[src/core/btg_pkg.sv]
package btg_pkg;
  typedef enum logic [3:0] {
    CMD_SET_ADDR, CMD_SET_PAGE, CMD_SET_SIZE, CMD_SET_BYTES, CMD_RD,
    CMD_CRD, CMD_WR, CMD_FWR, CMD_IDLE, CMD_SWAP
  } btg_cmd_e;
  typedef enum logic [1:0] {OP_IDLE, OP_READ, OP_WRITE} btg_op_e;
  localparam int IDLE_W = 8;
  typedef struct packed {
    btg_cmd_e op;
    logic [31:0] data;
    logic [31:0] data2;
    logic [31:0] care;
  } btg_cmd_s;
  typedef struct packed {
    btg_op_e op;
    logic seq;
    logic clf;
    logic lock;
    logic [3:0] mask;
    logic [31:0] addr;
    logic [31:0] data;
    logic [31:0] care;
    logic [IDLE_W-1:0] idle_n;
  } btg_ent_s;
  typedef struct packed {
    logic [31:0] addr;
    logic [1:0] size;
    logic req;
    logic seq;
    logic wr;
    logic clf;
    logic lock;
    logic [31:0] wdata;
    logic data_oe;
  } btg_bus_s;
  localparam logic [31:0] RST_ADDR = 32'h0000_0000;
  localparam logic [31:0] RST_PAGE = 32'h0000_0000;
  localparam logic [3:0] RST_MASK = 4'h2;
  localparam logic [2:0] DIV_MIN = 3'h2;
  localparam logic [1:0] STRAP_WAIT = 2'h3;
  localparam int SYNC_W = 41;
endpackage

[src/core/btg_bus_transaction_generator.sv]
// What this block does
// RULE_01: address register loaded by set-address, used by every later operation.
// RULE_02: separate page register; bus address is address OR page.
// RULE_03: size or byte-mask command, only the one matching bus mode loads mask.
// RULE_04: standard mode drives the two size outputs from the 2-bit size.
// RULE_05: enhanced mode drives low address and size pins as active-low byte enables.
// RULE_06: read enqueues at current address; read after read continues as sequential.
// RULE_07: each read compares all 32 bits, masked bits ignored, flags mismatch.
// RULE_08: cache-line read is a read with line-fill output asserted.
// RULE_09: write enqueues data driven at cycle start; write after write is sequential.
// RULE_10: full write is a write with line-fill output asserted.
// RULE_11: idle enqueues count idle cycles, zero ignored, stops merging.
// RULE_12: swap enqueues read then write, lock held across both.
// RULE_13: circular queue, one bus cycle per entry (an idle entry lasts its count), drained in order.
// RULE_14: empty queue leaves the bus idle.
// RULE_15: setting commands only load values; operations write one queue entry, a swap or a direction clash two.
// RULE_16: core-rate or test clock chosen by bypass, divided into memory clock.
// RULE_17: in clock-drive mode output memory clock and complement, odd low longer.
// RULE_18: otherwise memory clock pin released; system supplies the clock.
// RULE_19: wait input sampled each bus cycle stretches it.
// RULE_20: write and read merging sequentially flags error and forces idle cycle.
// RULE_21: system returns read data before dropping wait and accepts write data.
`timescale 1ns/1ns
module btg_bus_transaction_generator #(
  parameter int DEPTH = 16
) (
  input wire logic core_clk_in,
  input wire logic rst_n_in,
  input wire logic test_clock_input_in,
  input wire logic clock_bypass_select_in,
  input wire logic [2:0] memory_clock_divisor_field_in,
  input wire logic clock_mode_input_in,
  input wire logic mem_clk_in,
  input wire logic bus_mode_enh_in,
  input wire btg_pkg::btg_cmd_s cmd_in,
  input wire logic cmd_valid_in,
  output logic cmd_ready_out,
  input wire logic wait_in,
  input wire logic [31:0] rdata_in,
  output btg_pkg::btg_bus_s bus_out,
  output logic mem_clk_out,
  output logic mem_clk_oe_out,
  output logic memory_bus_clock_inverted_out,
  output logic rd_done_out,
  output logic rd_err_out,
  output logic seq_err_out,
  output logic busy_out
);
  import btg_pkg::*;
  localparam int AW = $clog2(DEPTH);

  if (DEPTH < 4 || (1 << AW) != DEPTH) begin : g_depth_check
    $error("DEPTH must be a power of two, at least 4");
  end

  ////////////////////////////////////////////////////////////////////////////
  // pin synchronisers; first stage read only by the second
  logic [SYNC_W-1:0] sync1_r, sync2_r;
  logic tclk_d_r, mclk_in_d_r;
  wire logic [SYNC_W-1:0] pins = {test_clock_input_in, clock_bypass_select_in,
    memory_clock_divisor_field_in, clock_mode_input_in, mem_clk_in, bus_mode_enh_in,
    wait_in, rdata_in};
  wire logic tclk_s = sync2_r[40];
  wire logic bypass_s = sync2_r[39];
  wire logic [2:0] div_raw_s = sync2_r[38:36];
  wire logic mode_s = sync2_r[35];
  wire logic mclk_in_s = sync2_r[34];
  wire logic enh_s = sync2_r[33];
  wire logic wait_s = sync2_r[32];
  wire logic [31:0] rdata_s = sync2_r[31:0];

  always_ff @(posedge core_clk_in or negedge rst_n_in) begin
    if (!rst_n_in) begin
      sync1_r <= '0;
      sync2_r <= '0;
      tclk_d_r <= 1'b0;
      mclk_in_d_r <= 1'b0;
    end else begin
      sync1_r <= pins;
      sync2_r <= sync1_r;
      tclk_d_r <= tclk_s;
      mclk_in_d_r <= mclk_in_s;
    end
  end

  ////////////////////////////////////////////////////////////////////////////
  // clock mode strap, caught once the synchronisers hold real pin levels
  logic [1:0] strap_cnt_r;
  logic drive_mode_r;
  logic strap_done_r;
  always_ff @(posedge core_clk_in or negedge rst_n_in) begin
    if (!rst_n_in) begin
      strap_cnt_r <= '0;
      drive_mode_r <= 1'b0;
      strap_done_r <= 1'b0;
    end else if (!strap_done_r) begin
      strap_cnt_r <= strap_cnt_r + 2'h1;
      if (strap_cnt_r == STRAP_WAIT) begin
        drive_mode_r <= mode_s;
        strap_done_r <= 1'b1;
      end
    end
  end

  ////////////////////////////////////////////////////////////////////////////
  // memory clock divider; a divisor below two cannot toggle, so it is raised
  logic [2:0] div_cnt_r;
  logic mclk_r, mclk_n_r;
  wire logic [2:0] div = (div_raw_s < DIV_MIN) ? DIV_MIN : div_raw_s;
  wire logic src_tick = bypass_s ? (tclk_s & ~tclk_d_r) : 1'b1; // [RULE_16]
  wire logic cnt_wrap = div_cnt_r >= div - 3'h1;
  wire logic [2:0] cnt_nxt = !src_tick ? div_cnt_r : (cnt_wrap ? 3'h0 : div_cnt_r + 3'h1);
  wire logic mclk_nxt = cnt_nxt < (div >> 1); // [RULE_17]
  wire logic own_rise = drive_mode_r && src_tick && cnt_nxt == 3'h0;
  wire logic ext_rise = !drive_mode_r && mclk_in_s && !mclk_in_d_r; // [RULE_18]
  wire logic tick = strap_done_r && (own_rise || ext_rise);

  always_ff @(posedge core_clk_in or negedge rst_n_in) begin
    if (!rst_n_in) begin
      div_cnt_r <= 3'h0;
      mclk_r <= 1'b0;
      mclk_n_r <= 1'b0;
    end else begin
      div_cnt_r <= cnt_nxt;
      mclk_r <= drive_mode_r & mclk_nxt;
      mclk_n_r <= drive_mode_r & ~mclk_nxt; // [RULE_17]
    end
  end
  assign mem_clk_out = mclk_r;
  assign memory_bus_clock_inverted_out = mclk_n_r;
  assign mem_clk_oe_out = drive_mode_r; // [RULE_18]

  ////////////////////////////////////////////////////////////////////////////
  // setting registers and enqueue decode
  logic [31:0] addr_r, page_r;
  logic [3:0] mask_r;
  btg_op_e last_r;
  btg_ent_s q_mem [DEPTH];
  logic [AW-1:0] wp_r, rp_r;
  logic [AW:0] count_r;
  logic ready_r, seq_err_r;
  btg_ent_s cur_r;
  logic busy_r;
  logic [IDLE_W-1:0] idle_left_r;

  wire logic accept = cmd_valid_in && ready_r;
  wire logic is_rd = cmd_in.op == CMD_RD || cmd_in.op == CMD_CRD;
  wire logic is_wr = cmd_in.op == CMD_WR || cmd_in.op == CMD_FWR;
  wire logic is_sw = cmd_in.op == CMD_SWAP;
  wire logic is_idle = cmd_in.op == CMD_IDLE && cmd_in.data[IDLE_W-1:0] != '0; // [RULE_11]
  wire logic live = count_r != '0 || busy_r;
  wire logic clash = live && ((is_rd && last_r == OP_WRITE) ||
    (is_wr && last_r == OP_READ)); // [RULE_20]
  wire logic same_dir = live && ((is_rd && last_r == OP_READ) ||
    (is_wr && last_r == OP_WRITE));
  wire btg_ent_s main_ent = '{op: is_idle ? OP_IDLE : (is_wr ? OP_WRITE : OP_READ),
    seq: same_dir, // [RULE_06] [RULE_09]
    clf: cmd_in.op == CMD_CRD || cmd_in.op == CMD_FWR, // [RULE_08] [RULE_10]
    lock: is_sw, mask: mask_r, addr: addr_r | page_r, // [RULE_01] [RULE_02]
    data: cmd_in.data, care: is_wr ? 32'hFFFF_FFFF : cmd_in.care,
    idle_n: cmd_in.data[IDLE_W-1:0]};
  wire btg_ent_s gap_ent = '{op: OP_IDLE, seq: 1'b0, clf: 1'b0, lock: 1'b0, mask: mask_r,
    addr: addr_r | page_r, data: 32'h0000_0000, care: 32'h0000_0000,
    idle_n: IDLE_W'(1)};
  wire btg_ent_s swap_wr = '{op: OP_WRITE, seq: 1'b0, clf: 1'b0, lock: 1'b1, mask: mask_r,
    addr: addr_r | page_r, data: cmd_in.data2, care: 32'hFFFF_FFFF,
    idle_n: '0}; // [RULE_12]
  wire logic [1:0] n_push = !accept ? 2'h0 :
    (is_sw || clash) ? 2'h2 : (is_rd || is_wr || is_idle) ? 2'h1 : 2'h0; // [RULE_15]
  wire btg_ent_s slot0 = clash ? gap_ent : main_ent;
  wire btg_ent_s slot1 = clash ? main_ent : swap_wr;

  always_ff @(posedge core_clk_in or negedge rst_n_in) begin
    if (!rst_n_in) begin
      addr_r <= RST_ADDR;
      page_r <= RST_PAGE;
      mask_r <= RST_MASK;
      last_r <= OP_IDLE;
      seq_err_r <= 1'b0;
    end else begin
      seq_err_r <= accept && clash; // [RULE_20]
      if (accept) begin
        unique case (cmd_in.op)
          CMD_SET_ADDR: addr_r <= cmd_in.data; // [RULE_01]
          CMD_SET_PAGE: page_r <= cmd_in.data; // [RULE_02]
          CMD_SET_SIZE: if (!enh_s) mask_r <= {2'h0, cmd_in.data[1:0]}; // [RULE_03]
          CMD_SET_BYTES: if (enh_s) mask_r <= cmd_in.data[3:0]; // [RULE_03]
          CMD_RD, CMD_CRD: last_r <= OP_READ;
          CMD_WR, CMD_FWR, CMD_SWAP: last_r <= OP_WRITE;
          CMD_IDLE: if (is_idle) last_r <= OP_IDLE;
          default: last_r <= last_r;
        endcase
      end
    end
  end

  ////////////////////////////////////////////////////////////////////////////
  // circular queue, one entry per bus cycle, an idle entry held for its count
  wire logic stall = busy_r && cur_r.op != OP_IDLE && wait_s; // [RULE_19]
  wire logic advance = tick && !stall;
  wire logic idle_more = busy_r && cur_r.op == OP_IDLE && idle_left_r > IDLE_W'(1);
  wire logic pop = advance && !idle_more && count_r != '0; // [RULE_13]
  wire btg_ent_s head = q_mem[rp_r];
  wire logic beat_done = advance && busy_r && cur_r.op != OP_IDLE;
  wire logic mism = |((rdata_s ^ cur_r.data) & cur_r.care); // [RULE_07]
  wire logic [AW:0] count_nxt = count_r + (AW+1)'(n_push) - (AW+1)'(pop);

  always_ff @(posedge core_clk_in) begin
    if (n_push != 2'h0) q_mem[wp_r] <= slot0;
    if (n_push == 2'h2) q_mem[wp_r + AW'(1)] <= slot1;
  end

  always_ff @(posedge core_clk_in or negedge rst_n_in) begin
    if (!rst_n_in) begin
      wp_r <= '0;
      rp_r <= '0;
      count_r <= '0;
      ready_r <= 1'b0;
    end else begin
      wp_r <= wp_r + AW'(n_push);
      rp_r <= rp_r + AW'(pop);
      count_r <= count_nxt;
      ready_r <= count_nxt <= (AW+1)'(DEPTH - 2);
    end
  end
  assign cmd_ready_out = ready_r;

  ////////////////////////////////////////////////////////////////////////////
  // bus engine, steps on each memory clock rise not held by wait
  wire btg_ent_s cur_nxt = pop ? head : cur_r;
  wire logic busy_nxt = pop || idle_more;
  wire logic beat_nxt = busy_nxt && cur_nxt.op != OP_IDLE; // [RULE_14]
  wire btg_bus_s bus_nxt = '{
    addr: enh_s ? {cur_nxt.addr[31:2], cur_nxt.mask[1:0]} : cur_nxt.addr, // [RULE_05]
    size: enh_s ? cur_nxt.mask[3:2] : cur_nxt.mask[1:0], // [RULE_04] [RULE_05]
    req: beat_nxt, seq: beat_nxt && cur_nxt.seq,
    wr: beat_nxt && cur_nxt.op == OP_WRITE,
    clf: beat_nxt && cur_nxt.clf, lock: beat_nxt && cur_nxt.lock, // [RULE_12]
    wdata: cur_nxt.data, // [RULE_09]
    data_oe: beat_nxt && cur_nxt.op == OP_WRITE};
  btg_bus_s bus_r;
  logic rd_done_r, rd_err_r;

  always_ff @(posedge core_clk_in or negedge rst_n_in) begin
    if (!rst_n_in) begin
      cur_r <= '0;
      busy_r <= 1'b0;
      idle_left_r <= '0;
      bus_r <= '0;
      rd_done_r <= 1'b0;
      rd_err_r <= 1'b0;
    end else begin
      rd_done_r <= beat_done && cur_r.op == OP_READ;
      rd_err_r <= beat_done && cur_r.op == OP_READ && mism; // [RULE_07]
      if (advance) begin
        cur_r <= cur_nxt;
        busy_r <= busy_nxt;
        idle_left_r <= pop ? head.idle_n : idle_left_r - IDLE_W'(idle_more);
        bus_r <= bus_nxt;
      end
    end
  end
  assign bus_out = bus_r;
  assign rd_done_out = rd_done_r;
  assign rd_err_out = rd_err_r;
  assign seq_err_out = seq_err_r;
  assign busy_out = busy_r;
endmodule

[config.mk]
export PLATFORM = sky130hd
export DESIGN_NAME = btg_bus_transaction_generator
export DESIGN_NICKNAME = d
export VERILOG_FILES = /design/src/core/btg_pkg.sv /design/src/core/btg_bus_transaction_generator.sv
export SDC_FILE = /design/constraint.sdc
export NUM_CORES = 2
export LEC_CHECK = 0
export BUFFER_PORTS_ARGS = -buffer_cell sky130_fd_sc_hd__buf_4
export CAP_MARGIN = 10
export CORE_MARGIN = 2
export CORE_UTILIZATION = 40
export DETAILED_ROUTE_END_ITERATION = 7
export PLACE_DENSITY = 0.53
export SLEW_MARGIN = 15
export SYNTH_ARGS = -nofsm -noshare
export SYNTH_HDL_FRONTEND = slang
export SYNTH_SLANG_ARGS = --single-unit
export TNS_END_PERCENT = 20
[constraint.sdc]
create_clock -name core_clk_in -period 12.9 [get_ports core_clk_in]
set_input_delay 1.29 -clock core_clk_in [delete_from_list [all_inputs] [get_ports core_clk_in]]
set_output_delay 1.29 -clock core_clk_in [all_outputs]
set_load 0.005 [all_outputs]
## Word level (Yosys, flattened, before mapping)

Memories as Yosys holds them, arrays and structs flattened.
Cells that the tools add are included.

- Register bits after elaboration: 341
- Bits in writable memories: 1,808
- Bits of input ports: 144
- Output and inout port bits: 80
- Logic and storage cells: 172
- Memories: 1

Memory list:

| name | depth | bits a word | read ports | clocked after Yosys merged registers in | write ports | RTL line | source |
|---|---|---|---|---|---|---|---|
| q_mem | 16 | 113 | 1 | 0 | 2 | btg_bus_transaction_generator.sv:138 | `btg_ent_s q_mem [DEPTH];` |

- Add/sub/neg operators: 9
- Magnitude comparators: 5
- Eq/ne operators: 18
- Multiplexer cells: 27
- Bitwise logic cells: 9
- Reductions and logical operators: 64

Operators with widths:

| operator | count |
|---|---|
| $mux 113 | 3 |
| $and 32x32->32 | 1 |
| $mux 32 | 1 |
| $or 32x32->32 | 1 |
| $reduce_or 32->1 | 1 |
| $xor 32x32->32 | 1 |
| $logic_and 1x1->1 | 30 |
| $eq 4x3->1 const B | 4 |
| $mux 2 | 7 |
| $logic_or 1x1->1 | 11 |
| $mux 3 | 3 |
| $eq 2x2->1 const B | 4 |
| $eq 4x2->1 const B | 2 |
| $eq 4x4->1 const B | 2 |
| $gt 8x1->1 const B | 1 |
| $mux 1 | 8 |
| $mux 4 | 2 |
| $mux 8 | 1 |
| $pmux 4 s2 | 1 |
| $reduce_and 2->1 | 4 |
| $reduce_bool 2->1 | 4 |
| $reduce_bool 8->1 | 1 |
| $sub 8x1->8 | 1 |
| $ne 2x2->1 const B | 3 |
| 27 further kinds | 35 |

## Longest topological paths before layout

- Depth after elaboration: 17
- Depth in mapped cells: 20
- Gate-level depth less buffers: 19

## Worst setup path before layout

OpenSTA, ideal clock, no wires.

- Kind: input to register
- Start point: input cmd_in[97] (netlist name)
- End point: memory q_mem[12][0] (netlist name), enable pin
- Setup time: 0.890 ns
- Arrival time: 13.611 ns
- Required time: 12.010 ns
- Path slack: -1.602 ns
- Stages on the path: 6
- Buffers on the path: 2
- Cell sequence: buf_2 nor3b_4 o21ai_0 a21o_1 clkbuf_1 o41ai_1

RTL lines:

| what | RTL line | source |
|---|---|---|
| start, declared | btg_bus_transaction_generator.sv:35 | `input wire btg_pkg::btg_cmd_s cmd_in,` |
| end, declared | btg_bus_transaction_generator.sv:138 |  |

==> metrics.md <==
| Metric | Value |
|---|---|
| Peak supply drop | 148 uV |
| Avg Inst Size Synth | 14.7 um2 |
| Boundary pin count | 224 |
| Worst setup margin | 7.62 ns |
| Top post-synthesis cells by area | edfxtp_1 (59%), mux4_2 (13%), dfrtp_1 (8.1%) |
| Most Frequent Cell on Critical Path | buf_4 |
| Synth Flop Type | edfxtp_1 |
| DP Area | 96400 um2 |
| Total of max-cap violations | 0 |
| Worst relative slew slack | 0.164 |
| Leak | 35.9 nW |
| RSZ-0062 raised after global routing | no |
| Reg2reg end | cmd_ready_out |
| WL/cell | 34.2 um |
| DRC viols | 0 |
| Crit-path max FO | 48 |
| First-pass GRT wire length | 452000 um |
| Clk Latency, worst-skew pair | 0.88 ns |
| Hold Slack | 0.312 ns |
| Reg2reg start | sync2_r[38] |
| Fin cells | 9403 |
| DRT Pass-1 Iters | 7 |
| Largest net degree at the start of global routing | 135 |
| Crit end category | flip-flop |
| Synthesized area | 92400 um2 |
| Clock tree buffer depth | 3 |
| IO buf count | 223 |
| Final period utilization | 0.410 |
| Post-synth EDFFs | 1808 |
| Post-synth top area share | 0.588 |
| Worst-path clk slew | 0.06 ns |
| Pwr/cell area | 207 nW/um2 |
| CTS buffer count | 217 |
| Detail Placement HPWL | 174000 um |
| Vias | 57791 |
| Rows | 176 |
| Pre-CTS setup slack | 6.82 ns |
| Worst Hold Path EP | sync2_r[29] |
| Skew final | 0.0493 ns |
| Worst-margin pin slew | 1.25 ns |
| Final core utilization | 0.451 |
| Max frequency | 0.189 GHz |
| Hold crit path type | flip-flop to flip-flop |
| Grt ovf | 0 |
| R2R setup slack | 7.89 ns |
| Layout cell share with drive strength beyond 1 | 0.225 |
| Syn nets | 6458 |
| Finish-stage setup viols | 0 |
| Core Region | 230000 um2 |
| Sink Count | 2108 |
| Ys Warns | 0 |
| DRT iter0 DRCs | 7036 |
| Initial core utilization | 0.402 |
| Vias in the first global route | 58135 |
| TritonCTS clock tree | yes |
| Cell taking the most area after synthesis | edfxtp_1 |
| Max incr delay on CP | 0.90 ns |
| Placed insts | 8989 |
| Overall global routing resource usage | 0.271 |
| CP Class | input port to flip-flop |
| Design area | 104000 um2 |
| Element type at the critical path start | input port |
| Final wirelength | 321000 um |
| Die H | 485 um |
| Register area share after synthesis | 0.669 |
| H-tree levels | 4 |
| Worst Reg-to-Reg Cells | 18 |
| Pins Over Slew Limit | 0 |
| Clk root buf | clkbuf_16 |
| Antenna-violating nets left | 0 |
| HP Start | sync1_r[29] |
| Fin Setup TNS | 0 ns |
| Setup Buffers After CTS | 0 |
| Synthesis-stage register bit count | 2108 |
| Outcome | finished clean |
| Nets | 6348 |
| Total power draw | 21.4 mW |
| Cts repair resizes | 0 |
| Post-synthesis cell count | 6292 |
| Hold path depth | 0 |
| Crit path DAT | 5.74 ns |
| Via density | 6.15 |
| Die area | 235000 um2 |
| Slowest cell on crit path | buf_4 |
| Async SR Flop Fraction | 0.142 |
| Final Hold Viols | 0 |
| Initial antenna violation count | 25 |
| Chip width | 485 um |
| CP required | 13.36 ns |
| Worst path cell trace | buf_4 > nor4_1 > nand2_1 > o21ai_0 > a21o_1 > mux2_2 > nor2_4 > buf_4 > buf_4 |
| Hold-fix buffers, CTS | 0 |
| Routability Congestion | 0.815 |
| Layout area overhead | 12.1% |
| Netlist cell types | 80 |
| Crit path time final | 5.28 ns |
power by group:
| group | switching [mW] | total [mW] | internal, mW |
|---|---|---|---|
| Sequential | 0.440 | 8.76 | 8.32 |
| Clock | 2.75 | 6.32 | 3.58 |
| Combinational | 3.80 | 6.36 | 2.56 |
| Total | 6.99 | 21.4 | 14.5 |
synthesized netlist by cell type (all sizes together) (37+ instances only):
| cell | instances |
|---|---|
| edfxtp | 1808 |
| nand2 | 1083 |
| o21ai | 935 |
| mux4 | 527 |
| clkbuf | 415 |
| dfrtp | 299 |
| buf | 278 |
| nor2 | 158 |
| a22o | 144 |
| and2 | 119 |
| mux2 | 69 |
| inv | 44 |
| nor3 | 38 |
| or2 | 38 |
| a21oi | 37 |
critical path, delay by kind of cell:
kind / cells / cell delay, ns
buffers and inverters: 3 / 2.17
AND/OR/NAND/NOR: 3 / 0.98
multiplexers: 1 / 0.55
AO/OA/AOI/OAI: 2 / 0.53
registers in the layout (all words and copies together) (netlist names), 8 cells and up:
register / cells
cur_r: 70
addr_r: 32
sync1_r: 41
page_r: 32
sync2_r: 41
bus_out: 41
q_mem: 1808
idle_left_r: 8
final cells by class:
type	instances	area [um2]
multi-input cells	3446	27800
fillers	19985	126000
inverters	45	184
diodes	4	10.0
repair buffers	364	2830
clock inverters	117	1090
clock buffers	293	6020
flip-flops and latches	2108	61800
well taps	3026	3790
worst max path at each step:
stage,startpoint,end,slack (ns),depth (start not counted)
3_5_place_dp,cmd_in[64],q_mem[1][35],6.82,9
3_3_place_gp,cmd_in[64],q_mem[1][35],6.81,9
2_1_floorplan,cmd_in[97],q_mem[10][0],1.45,8
5_1_grt,sync2_r[38],cmd_ready_out,7.47,18
6_report,cmd_in[64],q_mem[1][30],7.62,9
4_1_cts,cmd_in[64],q_mem[1][35],7.74,9
layout by cell type, fill, tap and decap left out, types with 28 or more instances in the layout:
cell	count
a22o_1	144
a22oi_1	28
and2_1	117
buf_4	356
clkbuf_1	52
clkbuf_16	223
clkinv_1	34
clkinv_2	50
dfrtp_1	295
edfxtp_1	1808
inv_1	41
mux2_2	67
mux2i_1	36
mux4_2	527
nand2_1	1065
nor2_1	113
nor3_1	33
o21ai_0	933
or2_2	38
xor2_1	35
cells by family after synthesis:
family | count (synthesis) | share of synthesized area
and+or+nand+nor | 1512 | 0.0699
DFF | 2108 | 0.669
xor gates and xnor gates | 43 | 0.00408
adders and majority gates | 22 | 0.00314
AOI/OAI and AO/OA | 1237 | 0.0772
buffers and inverters | 738 | 0.0357
muxes | 632 | 0.141
per-layer routing:
metal	track usage	up-vias	wire length, um	share of wire
met4	0.126	18	16700	0.052
li1	-	23410	-	-
met1	0.357	30381	124000	0.39
met2	0.432	3226	151000	0.47
met5	0	-	121	0.00038
met3	0.0578	756	29700	0.092
Note: power is estimated with default switching activity, not from simulation.
